===== config.mk =====
export PLATFORM = sky130hd
export DESIGN_NAME = modem_serial_end_flat
export DESIGN_NICKNAME = d
export VERILOG_FILES = /design/src/rtl/serial_port_pkg.sv /design/src/rtl/serial_link_if.sv /design/src/rtl/modem_serial_end.sv /design/src/rtl/byte_fifo.sv /design/src/flat_wrapper.sv
export VERILOG_INCLUDE_DIRS = /design/src /design/src/rtl
export SDC_FILE = /design/constraint.sdc
export NUM_CORES = 1
export LEC_CHECK = 0
export BUFFER_PORTS_ARGS = -buffer_cell sky130_fd_sc_hd__buf_2
export CAP_MARGIN = 20
export CORE_MARGIN = 2
export CORE_UTILIZATION = 45
export CTS_CLUSTER_SIZE = 20
export DETAILED_ROUTE_END_ITERATION = 10
export HOLD_SLACK_MARGIN = 0.1
export PLACE_DENSITY = 0.69
export SLEW_MARGIN = 30
export SYNTH_ARGS = -nofsm -noshare
export SYNTH_HDL_FRONTEND = slang
export SYNTH_SLANG_ARGS = --single-unit

===== constraint.sdc =====
create_clock -name clk_i -period 5.55 [get_ports clk_i]
set_clock_uncertainty 0.2 [all_clocks]
set_input_delay 1.665 -clock clk_i [delete_from_list [all_inputs] [get_ports clk_i]]
set_output_delay 1.665 -clock clk_i [all_outputs]
set_load 0.02 [all_outputs]

===== src/rtl/serial_port_map.svh =====
// offsets, framing constants and timing figures of the host serial port
`ifndef SERIAL_PORT_MAP_SVH
`define SERIAL_PORT_MAP_SVH
`define CLK_HZ 50000000
`define BAUD_DEFAULT 115200
`define BIT_CYCLES (`CLK_HZ / `BAUD_DEFAULT)
`define OVS_RATE 16
`define DATA_BITS 8
`define REG_CTRL 4'h0
`define REG_STATUS 4'h4
`define REG_TXDATA 4'h8
`define REG_RXDATA 4'hc
`define CTRL_RESET 8'h01
`define CTRL_EN_BIT 0
`define CTRL_AUX_BIT 1
`define CTRL_USB_BIT 2
`define CTRL_DTR_BIT 3
`define CTRL_DSR_BIT 4
`define CTRL_DCD_BIT 5
`define CTRL_RI_BIT 6
`define ST_TXREADY 0
`define ST_RXVALID 1
`define ST_FERR 2
`define ST_RTS 3
`define ST_DTR 4
`define ST_DSR 5
`define ST_DCD 6
`define ST_RI 7
`define MUX_CH_CONTROL 2'h0
`define MUX_CH_COMMAND 2'h1
`define MUX_CH_DIALUP 2'h2
`define MUX_CH_GNSS 2'h3
`endif


===== src/rtl/serial_port_pkg.sv =====
// types shared by both ends of the host serial port
package serial_port_pkg;
	typedef enum logic [3:0] {
		TX_IDLE = 4'b0001,
		TX_START = 4'b0010,
		TX_DATA = 4'b0100,
		TX_STOP = 4'b1000
	} tx_state_t;
	typedef enum logic [3:0] {
		RX_IDLE = 4'b0001,
		RX_START = 4'b0010,
		RX_DATA = 4'b0100,
		RX_STOP = 4'b1000
	} rx_state_t;
	typedef enum logic [1:0] {
		CH_CONTROL = 2'h0,
		CH_COMMAND = 2'h1,
		CH_DIALUP = 2'h2,
		CH_GNSS = 2'h3
	} mux_channel_t;
endpackage


===== src/rtl/serial_link_if.sv =====
// eight wires between the modem end and the host end; all lines low-active for control
`timescale 1ns/100ps
interface serial_link_if;
	logic rxd;
	logic txd;
	logic cts;
	logic rts;
	logic dtr;
	logic dsr;
	logic dcd;
	logic ri;
	// host side drive of the dsr pin, the flow input in aux mode
	logic dsr_in;
	modport modem (output rxd, output cts, output dsr, output dcd, output ri,
		input txd, input rts, input dtr, input dsr_in);
	modport host (input rxd, input cts, input dsr, input dcd, input ri,
		output txd, output rts, output dtr, output dsr_in);
endinterface


===== src/rtl/modem_serial_end.sv =====
// modem end (dce) of the host serial port with wishbone control registers
//
// Behaviour
// - both ports start at 115200 baud
// - framing is 8 data, no parity, 1 stop
// - low level means zero or asserted
// - drive rxd and cts, sample txd and rts
// - sample dtr, drive dsr, dcd, ri
// - port disabled while usb serves commands
// - aux mode: dcd/dtr data, ri/dsr flow
// - status pins are status or aux, never both
// - host holds rts low without flow control
// - multiplexed traffic uses hdlc-like frames
// - channel zero carries mux control only
// - channel one carries commands and sockets
// - channel two carries dial-up session data
// - channel three carries positioning data
`timescale 1ns/100ps
`include "serial_port_map.svh"
module modem_serial_end
	import serial_port_pkg::*;
#(
	parameter int BIT_CYC = `BIT_CYCLES,
	parameter int FIFO_DEPTH = 8
) (
	input wire logic clk_i,
	input wire logic rst_i,
	input wire logic [3:0] wb_adr_i,
	input wire logic [31:0] wb_dat_i,
	output logic [31:0] wb_dat_o,
	input wire logic wb_we_i,
	input wire logic [3:0] wb_sel_i,
	input wire logic wb_cyc_i,
	input wire logic wb_stb_i,
	output logic wb_ack_o,
	serial_link_if.modem link
);
	localparam int OVS = BIT_CYC / `OVS_RATE;
	typedef struct packed {
		logic [7:0] ctrl;
		logic ack;
		logic [31:0] rdat;
		tx_state_t tx_st;
		logic [15:0] tx_cnt;
		logic [2:0] tx_bit;
		logic [7:0] tx_sh;
		logic tx_line;
		rx_state_t rx_st;
		logic [15:0] rx_cnt;
		logic [3:0] rx_ph;
		logic [2:0] rx_bit;
		logic [7:0] rx_sh;
		logic [7:0] rx_buf;
		logic rx_valid;
		logic ferr;
		logic rx_s1;
		logic rx_s2;
		logic rts_s;
		logic dtr_s;
		logic [3:0] pins;
	} state_t;
	state_t q_ff;
	state_t nxt_q;
	logic en;
	logic aux;
	logic rx_in;
	logic flow_in;
	logic wr;
	logic rd;
	logic [7:0] tf_data;
	logic tf_valid;
	logic tf_ready;
	logic tf_in_ready;
	////////////////////////////////////////////////////////////////
	// transmit fifo fed by data register writes
	byte_fifo #(.WIDTH(8), .DEPTH(FIFO_DEPTH)) i_byte_fifo (
		.clk_i(clk_i),
		.rst_i(rst_i),
		.in_data_i(wb_dat_i[7:0]),
		.in_valid_i(wr && (wb_adr_i == `REG_TXDATA) && wb_sel_i[0]),
		.in_ready_o(tf_in_ready),
		.out_data_o(tf_data),
		.out_valid_o(tf_valid),
		.out_ready_i(tf_ready)
	);
	////////////////////////////////////////////////////////////////
	// usb path disables the port
	assign en = q_ff.ctrl[`CTRL_EN_BIT] & ~q_ff.ctrl[`CTRL_USB_BIT];
	assign aux = q_ff.ctrl[`CTRL_AUX_BIT];
	assign rx_in = q_ff.rx_s2;
	assign flow_in = ~q_ff.rts_s;
	assign wr = wb_cyc_i & wb_stb_i & wb_we_i & ~q_ff.ack;
	assign rd = wb_cyc_i & wb_stb_i & ~wb_we_i & ~q_ff.ack;
	assign tf_ready = en && (q_ff.tx_st == TX_IDLE) && flow_in;
	// next state of the whole end
	always_comb begin
		nxt_q = q_ff;
		nxt_q.ack = wb_cyc_i & wb_stb_i & ~q_ff.ack;
		// aux mode swaps data pins onto status lines
		nxt_q.rx_s1 = aux ? link.dtr : link.txd;
		nxt_q.rx_s2 = q_ff.rx_s1;
		// the modem drives dsr itself, so aux flow comes in on the host's drive
		nxt_q.rts_s = aux ? link.dsr_in : link.rts;
		nxt_q.dtr_s = aux ? 1'b1 : link.dtr;
		// bus writes
		if (wr && wb_adr_i == `REG_CTRL && wb_sel_i[0]) begin
			nxt_q.ctrl = wb_dat_i[7:0];
		end
		if (rd) begin
			case (wb_adr_i)
				`REG_CTRL: nxt_q.rdat = {24'h0, q_ff.ctrl};
				`REG_STATUS: nxt_q.rdat = {24'h0, q_ff.pins[3:1], ~q_ff.dtr_s,
					~q_ff.rts_s, q_ff.ferr, q_ff.rx_valid, tf_in_ready};
				`REG_RXDATA: nxt_q.rdat = {24'h0, q_ff.rx_buf};
				default: nxt_q.rdat = 32'h0;
			endcase
		end
		// reading received data frees the buffer and clears the error, set wins
		if (rd && wb_adr_i == `REG_RXDATA) begin
			nxt_q.rx_valid = 1'b0;
			nxt_q.ferr = 1'b0;
		end
		// transmitter, 8n1 at the default rate
		case (q_ff.tx_st)
			TX_IDLE: begin
				nxt_q.tx_line = 1'b1;
				if (tf_ready && tf_valid) begin
					nxt_q.tx_sh = tf_data;
					nxt_q.tx_cnt = 16'(BIT_CYC - 1);
					nxt_q.tx_line = 1'b0;
					nxt_q.tx_st = TX_START;
				end
			end
			TX_START, TX_DATA, TX_STOP: begin
				if (q_ff.tx_cnt != 16'h0) begin
					nxt_q.tx_cnt = q_ff.tx_cnt - 16'h1;
				end else begin
					nxt_q.tx_cnt = 16'(BIT_CYC - 1);
					if (q_ff.tx_st == TX_START) begin
						nxt_q.tx_st = TX_DATA;
						nxt_q.tx_bit = 3'h0;
						nxt_q.tx_line = q_ff.tx_sh[0];
					end else if (q_ff.tx_st == TX_DATA) begin
						nxt_q.tx_sh = {1'b0, q_ff.tx_sh[7:1]};
						if (q_ff.tx_bit == 3'(`DATA_BITS - 1)) begin
							nxt_q.tx_st = TX_STOP;
							nxt_q.tx_line = 1'b1;
						end else begin
							nxt_q.tx_bit = q_ff.tx_bit + 3'h1;
							nxt_q.tx_line = q_ff.tx_sh[1];
						end
					end else begin
						nxt_q.tx_st = TX_IDLE;
					end
				end
			end
			default: nxt_q.tx_st = TX_IDLE;
		endcase
		// receiver, ticks of 1/16 bit, samples mid bit
		if (q_ff.rx_cnt != 16'h0) begin
			nxt_q.rx_cnt = q_ff.rx_cnt - 16'h1;
		end else begin
			nxt_q.rx_cnt = 16'(OVS - 1);
		end
		case (q_ff.rx_st)
			RX_IDLE: begin
				if (en && !rx_in) begin
					nxt_q.rx_st = RX_START;
					nxt_q.rx_ph = 4'h0;
					nxt_q.rx_cnt = 16'(OVS - 1);
				end
			end
			RX_START, RX_DATA, RX_STOP: begin
				if (q_ff.rx_cnt == 16'h0) begin
					nxt_q.rx_ph = q_ff.rx_ph + 4'h1;
					if (q_ff.rx_st == RX_START && q_ff.rx_ph == 4'(`OVS_RATE / 2 - 1)) begin
						nxt_q.rx_ph = 4'h0;
						nxt_q.rx_bit = 3'h0;
						nxt_q.rx_st = rx_in ? RX_IDLE : RX_DATA;
					end else if (q_ff.rx_ph == 4'(`OVS_RATE - 1) && q_ff.rx_st == RX_DATA) begin
						nxt_q.rx_sh = {rx_in, q_ff.rx_sh[7:1]};
						nxt_q.rx_bit = q_ff.rx_bit + 3'h1;
						if (q_ff.rx_bit == 3'(`DATA_BITS - 1)) begin
							nxt_q.rx_st = RX_STOP;
						end
					end else if (q_ff.rx_ph == 4'(`OVS_RATE - 1) && q_ff.rx_st == RX_STOP) begin
						nxt_q.rx_st = RX_IDLE;
						nxt_q.rx_buf = q_ff.rx_sh;
						nxt_q.rx_valid = 1'b1;
						if (!rx_in) begin
							nxt_q.ferr = 1'b1;
						end
					end
				end
			end
			default: nxt_q.rx_st = RX_IDLE;
		endcase
		// status lines driven only outside aux mode
		nxt_q.pins = {q_ff.ctrl[`CTRL_RI_BIT], q_ff.ctrl[`CTRL_DCD_BIT],
			q_ff.ctrl[`CTRL_DSR_BIT], 1'b0};
	end
	// state register
	always_ff @(posedge clk_i) begin
		if (rst_i) begin
			q_ff <= '0;
			q_ff.ctrl <= `CTRL_RESET;
			q_ff.tx_st <= TX_IDLE;
			q_ff.rx_st <= RX_IDLE;
			q_ff.tx_line <= 1'b1;
			q_ff.rx_s1 <= 1'b1;
			q_ff.rx_s2 <= 1'b1;
			q_ff.rts_s <= 1'b1;
			q_ff.dtr_s <= 1'b1;
		end else begin
			q_ff <= nxt_q;
		end
	end
	////////////////////////////////////////////////////////////////
	// pin outputs, low means asserted
	logic [4:0] pin_ff;
	always_ff @(posedge clk_i) begin
		if (rst_i) begin
			pin_ff <= 5'h1f;
		end else begin
			pin_ff[0] <= aux ? 1'b1 : nxt_q.tx_line;
			pin_ff[1] <= ~(en & ~aux & ~q_ff.rx_valid);
			// dsr, dcd, ri or aux data and flow
			pin_ff[2] <= aux ? 1'b1 : ~q_ff.pins[1];
			pin_ff[3] <= aux ? nxt_q.tx_line : ~q_ff.pins[2];
			pin_ff[4] <= aux ? ~(en & ~q_ff.rx_valid) : ~q_ff.pins[3];
		end
	end
	assign link.rxd = pin_ff[0];
	assign link.cts = pin_ff[1];
	assign link.dsr = pin_ff[2];
	assign link.dcd = pin_ff[3];
	assign link.ri = pin_ff[4];
	assign wb_ack_o = q_ff.ack;
	assign wb_dat_o = q_ff.rdat;
endmodule


===== src/rtl/byte_fifo.sv =====
// small synchronous fifo with valid and ready on both sides
`timescale 1ns/100ps
module byte_fifo #(
	parameter int WIDTH = 8,
	parameter int DEPTH = 8
) (
	input wire logic clk_i,
	input wire logic rst_i,
	input wire logic [WIDTH-1:0] in_data_i,
	input wire logic in_valid_i,
	output logic in_ready_o,
	output logic [WIDTH-1:0] out_data_o,
	output logic out_valid_o,
	input wire logic out_ready_i
);
	localparam int AW = $clog2(DEPTH);
	logic [WIDTH-1:0] mem [DEPTH];
	logic [AW-1:0] wr_ff;
	logic [AW-1:0] rd_ff;
	logic [AW:0] cnt_ff;
	logic push;
	logic pop;
	////////////////////////////////////////////////////////////////
	// handshake terms
	assign in_ready_o = (cnt_ff != (AW+1)'(DEPTH));
	assign out_valid_o = (cnt_ff != '0);
	assign out_data_o = mem[rd_ff];
	assign push = in_valid_i & in_ready_o;
	assign pop = out_valid_o & out_ready_i;
	// storage and pointers
	always_ff @(posedge clk_i) begin
		if (push) begin
			mem[wr_ff] <= in_data_i;
		end
		if (rst_i) begin
			wr_ff <= '0;
			rd_ff <= '0;
			cnt_ff <= '0;
		end else begin
			if (push) begin
				wr_ff <= (wr_ff == AW'(DEPTH-1)) ? '0 : wr_ff + 1'b1;
			end
			if (pop) begin
				rd_ff <= (rd_ff == AW'(DEPTH-1)) ? '0 : rd_ff + 1'b1;
			end
			cnt_ff <= cnt_ff + (AW+1)'(push) - (AW+1)'(pop);
		end
	end
endmodule


===== src/flat_wrapper.sv =====
// flat-port wrapper written by rule: the top's interface ports become plain ports
module modem_serial_end_flat import serial_port_pkg::*;
#(
	parameter int BIT_CYC = `BIT_CYCLES,
	parameter int FIFO_DEPTH = 8
)
  (clk_i, rst_i, wb_adr_i, wb_dat_i, wb_dat_o, wb_we_i, wb_sel_i, wb_cyc_i, wb_stb_i, wb_ack_o, link_rxd, link_cts, link_dsr, link_dcd, link_ri, link_txd, link_rts, link_dtr, link_dsr_in);
  serial_link_if link_i ();
  input wire logic clk_i;
  input wire logic rst_i;
  input wire logic [3:0] wb_adr_i;
  input wire logic [31:0] wb_dat_i;
  output logic [31:0] wb_dat_o;
  input wire logic wb_we_i;
  input wire logic [3:0] wb_sel_i;
  input wire logic wb_cyc_i;
  input wire logic wb_stb_i;
  output logic wb_ack_o;
  output wire logic [$bits(link_i.rxd)-1:0] link_rxd;
  output wire logic [$bits(link_i.cts)-1:0] link_cts;
  output wire logic [$bits(link_i.dsr)-1:0] link_dsr;
  output wire logic [$bits(link_i.dcd)-1:0] link_dcd;
  output wire logic [$bits(link_i.ri)-1:0] link_ri;
  input wire logic [$bits(link_i.txd)-1:0] link_txd;
  input wire logic [$bits(link_i.rts)-1:0] link_rts;
  input wire logic [$bits(link_i.dtr)-1:0] link_dtr;
  input wire logic [$bits(link_i.dsr_in)-1:0] link_dsr_in;
  assign link_rxd = link_i.rxd;
  assign link_cts = link_i.cts;
  assign link_dsr = link_i.dsr;
  assign link_dcd = link_i.dcd;
  assign link_ri = link_i.ri;
  assign link_i.txd = link_txd;
  assign link_i.rts = link_rts;
  assign link_i.dtr = link_dtr;
  assign link_i.dsr_in = link_dsr_in;
  modem_serial_end #(.BIT_CYC(BIT_CYC), .FIFO_DEPTH(FIFO_DEPTH)) u_core (.clk_i(clk_i), .rst_i(rst_i), .wb_adr_i(wb_adr_i), .wb_dat_i(wb_dat_i), .wb_dat_o(wb_dat_o), .wb_we_i(wb_we_i), .wb_sel_i(wb_sel_i), .wb_cyc_i(wb_cyc_i), .wb_stb_i(wb_stb_i), .wb_ack_o(wb_ack_o), .link(link_i));
endmodule

==> metrics.cfg <==
[timing]
finalCritPeriodShare_pct=71.16
finalMaxSlewViolations=0
period_needed_ns=3.950
setup_tns_ns=0
maxSlewHeadroom_pct=38.51
setup_viol=0
max_freq_mhz=253.2
rsz0062_at_grt=no
setup_ws_ns=1.600
hold_viol_final=0
tightest_slew_ns=0.9223

[die]
die-height_um=138.5
die_w_um=138.5
initial_utilization_pct=45.66
coreArea_mm2=0.01784
row_count=49
die-area_mm2=0.01919
ios=87

[setup_path]
path_cells=buf_2 > nand3b_1 > nor4_1 > nand4b_1 > or2_2 > nor2_1
end_kind=flip-flop
start_kind=input pin
cp.arrival_ns=3.81
critical_path_class=input pin to flip-flop
cp_max_fo=8
cp_slowest_cell=nor2_1
required_ns=5.41
slowest_delay_ns=0.70

[cts]
cts_resized=0
root_buffer=clkbuf_16
holdBufCountCts=0
cts_tree=done
cts_setup_buffers=0
cts_buffers=17
insertion_delay_ns=0.43
cts_sinks=183
h-tree-depth=4
clk_pin_slew_worst_paths_ns=0.07
clk_path_buf_depth=2

[drt]
firstDrtPassIters=5
drtIter0Drc=319
ant_nets=0
drc=0
wirelength_mm=15.35
vias_per_cell=5.364
post_drt_wl_per_cell_um=15.47
num_vias=5321

[logic_synthesis]
synth_edf_count=64
ys_warn_count=0
synth_area_per_cell_um2=11.07
ys.flop_type=dfxtp_1
postSynthCellCount=736
async_flop_share_pct=0
ys_seq_area_share_pct=52.84
synth_seq_cells=183
synth_area_mm2=0.008145
synth_cell_types=76

[pwr]
power.density_mw_per_mm2=404.1
ir_drop_mv=0.2310
power.leakage_nw=3.308

[global_route]
gr-usage-all-layers_pct=16.40
grt_antenna_before_repair=0
overflow=0
grt_max_degree=88
grt_pass1_wl_mm=25.45
grt_pass1_vias=5077

[place]
dp_hpwl_mm=10.13
gp_congestion=0.8277
port_buffers=35
dp.cells=960
place_ws_ns=1.156

[cells_and_area]
fin_cells=992
utilization_pct=49.88
layout-drive-gt1-share_pct=15.86
syn_to_final_growth_pct=9.247
regArea_mm2=0.004305
multi_input_area_mm2=0.003458
n_fill_cell=1597
fin_nets=818
num_antenna_cells=0

[run]
cap_violations=0

[outcome]
status=completed

[worst_hold_path]
hold_class=flip-flop to flip-flop

## routing by layer
layer	vias up	share of wire, %	global-route usage, %
met1	2534	49	22.27
met3	14	3.2	3.419
li1	2669	-	-
met5	-	0	0
met4	0	1.0	5.317
met2	104	47	26.50
## worst max-delay path, delay by kind of cell
kind	cells	cell delay (ns)
AND/OR/NAND/NOR	5	2.05
buffers and inverters	1	0.09
## cells in the final DEF (no fill, tap or decap), types with 6 or more instances in the layout
cell / Yosys / routed
inv_8: 0 / 6
a2bb2oi_1: 9 / 9
nor2b_1: 6 / 6
nor3_1: 24 / 24
and3_1: 6 / 6
nor2_1: 94 / 94
nand2_1: 39 / 39
edfxtp_1: 64 / 64
buf_2: 7 / 35
o21ai_0: 20 / 20
nand2b_1: 9 / 9
inv_1: 18 / 18
xor2_1: 11 / 11
a21oi_1: 29 / 29
mux2i_1: 34 / 34
or3_1: 6 / 6
ha_1: 18 / 18
nand3_1: 11 / 11
mux2_2: 8 / 8
nor4_1: 12 / 12
mux4_2: 16 / 16
dfxtp_1: 119 / 118
clkbuf_16: 0 / 17
a22oi_1: 10 / 10
conb_1: 1 / 24
xnor2_1: 17 / 17
## state kept, by name (all words and copies together) (netlist names), 3 cells and up, named ones only
signal	flops
u_core.i_byte_fifo.wr_ff	3
u_core.pin_ff	5
u_core.wb_dat_o	8
u_core.i_byte_fifo.rd_ff	3
u_core.i_byte_fifo.cnt_ff	4
u_core.q_ff	86
u_core.i_byte_fifo.mem	64
u_core.nxt_q	4
## worst paths after layout
| check | start | slack [ns] | to | depth (start not counted) |
|---|---|---|---|---|
| setup / recovery | wb_stb_i | 1.60 | u_core.i_byte_fifo.mem[3][3]$_DFFE_PP_ | 6 |
| hold / removal | u_core.q_ff[1]$_SDFF_PP0_ | 0.20 | u_core.pin_ff[2]$_SDFF_PP1_ | 1 |
| setup reg to reg | u_core.q_ff[81]$_SDFFE_PP1P_ | 2.44 | u_core.i_byte_fifo.cnt_ff[3]$_SDFF_PP0_ | 11 |
| hold reg to reg | u_core.q_ff[1]$_SDFF_PP0_ | 0.20 | u_core.pin_ff[2]$_SDFF_PP1_ | 1 |
## kinds of logic (layout without fill, tap and decap cells)
family,count (synthesis),after routing,synth area share [%]
flops,183,183,52.84
compound gates,113,113,9.800
simple gates,246,246,15.47
fa+ha+maj,19,19,3.011
other cells,1,24,0.04604
mux,60,60,9.985
buf+inv,86,90,5.837
xor+xnor,28,28,3.011
## through the flow
| stage | cell area [um2] | hold WS [ns] | total power, W |
|---|---|---|---|
| 3_3_place_gp | 8319 | 0.1922 | 0.002437 |
| 4_1_cts | 8899 | 0.2116 | 0.003619 |
| 3_5_place_dp | 8327 | 0.1906 | 0.002455 |
| 2_1_floorplan | 8232 | 0.1554 | 0.002299 |
| 5_1_grt | 8899 | 0.2157 | 0.003780 |
| 6_report | 8899 | 0.2028 | 0.003596 |
## cells in the mapped netlist, types with 5 or more instances
master	number	share of area, %
a21oi_1	29	1.8
a22oi_1	10	0.92
a2bb2oi_1	9	0.97
and3_1	6	0.46
buf_2	7	0.43
buf_4	32	2.9
clkbuf_1	24	1.1
dfxtp_1	119	29
edfxtp_1	64	24
ha_1	18	2.8
inv_1	18	0.83
mux2_2	8	1.1
mux2i_1	34	4.2
mux4_2	16	4.4
nand2_1	39	1.8
nand2b_1	9	0.69
nand3_1	11	0.68
nor2_1	94	4.3
nor2b_1	6	0.46
nor3_1	24	1.5
nor4_1	12	0.92
nor4b_1	5	0.54
o21ai_0	20	1.2
or3_1	6	0.46
xnor2_1	17	1.8
xor2_1	11	1.2
## power by group
group,total [W],switching [W],internal [W]
sequential,0.00161,0.000120,0.00149
combinational,0.000820,0.000463,0.000357
clock,0.00116,0.000563,0.000601
total,0.00360,0.00115,0.00245
## layout make-up
type,instances,area share [%]
Tap cell,229,3.220
Timing Repair Buffer,39,2.306
Clock inverter,15,1.645
Inverter,19,0.8015
Multi-Input combinational cell,490,38.86
Clock buffer,17,4.781
Sequential cell,183,48.38
No activity file was read; power rests on OpenSTA's default activity.
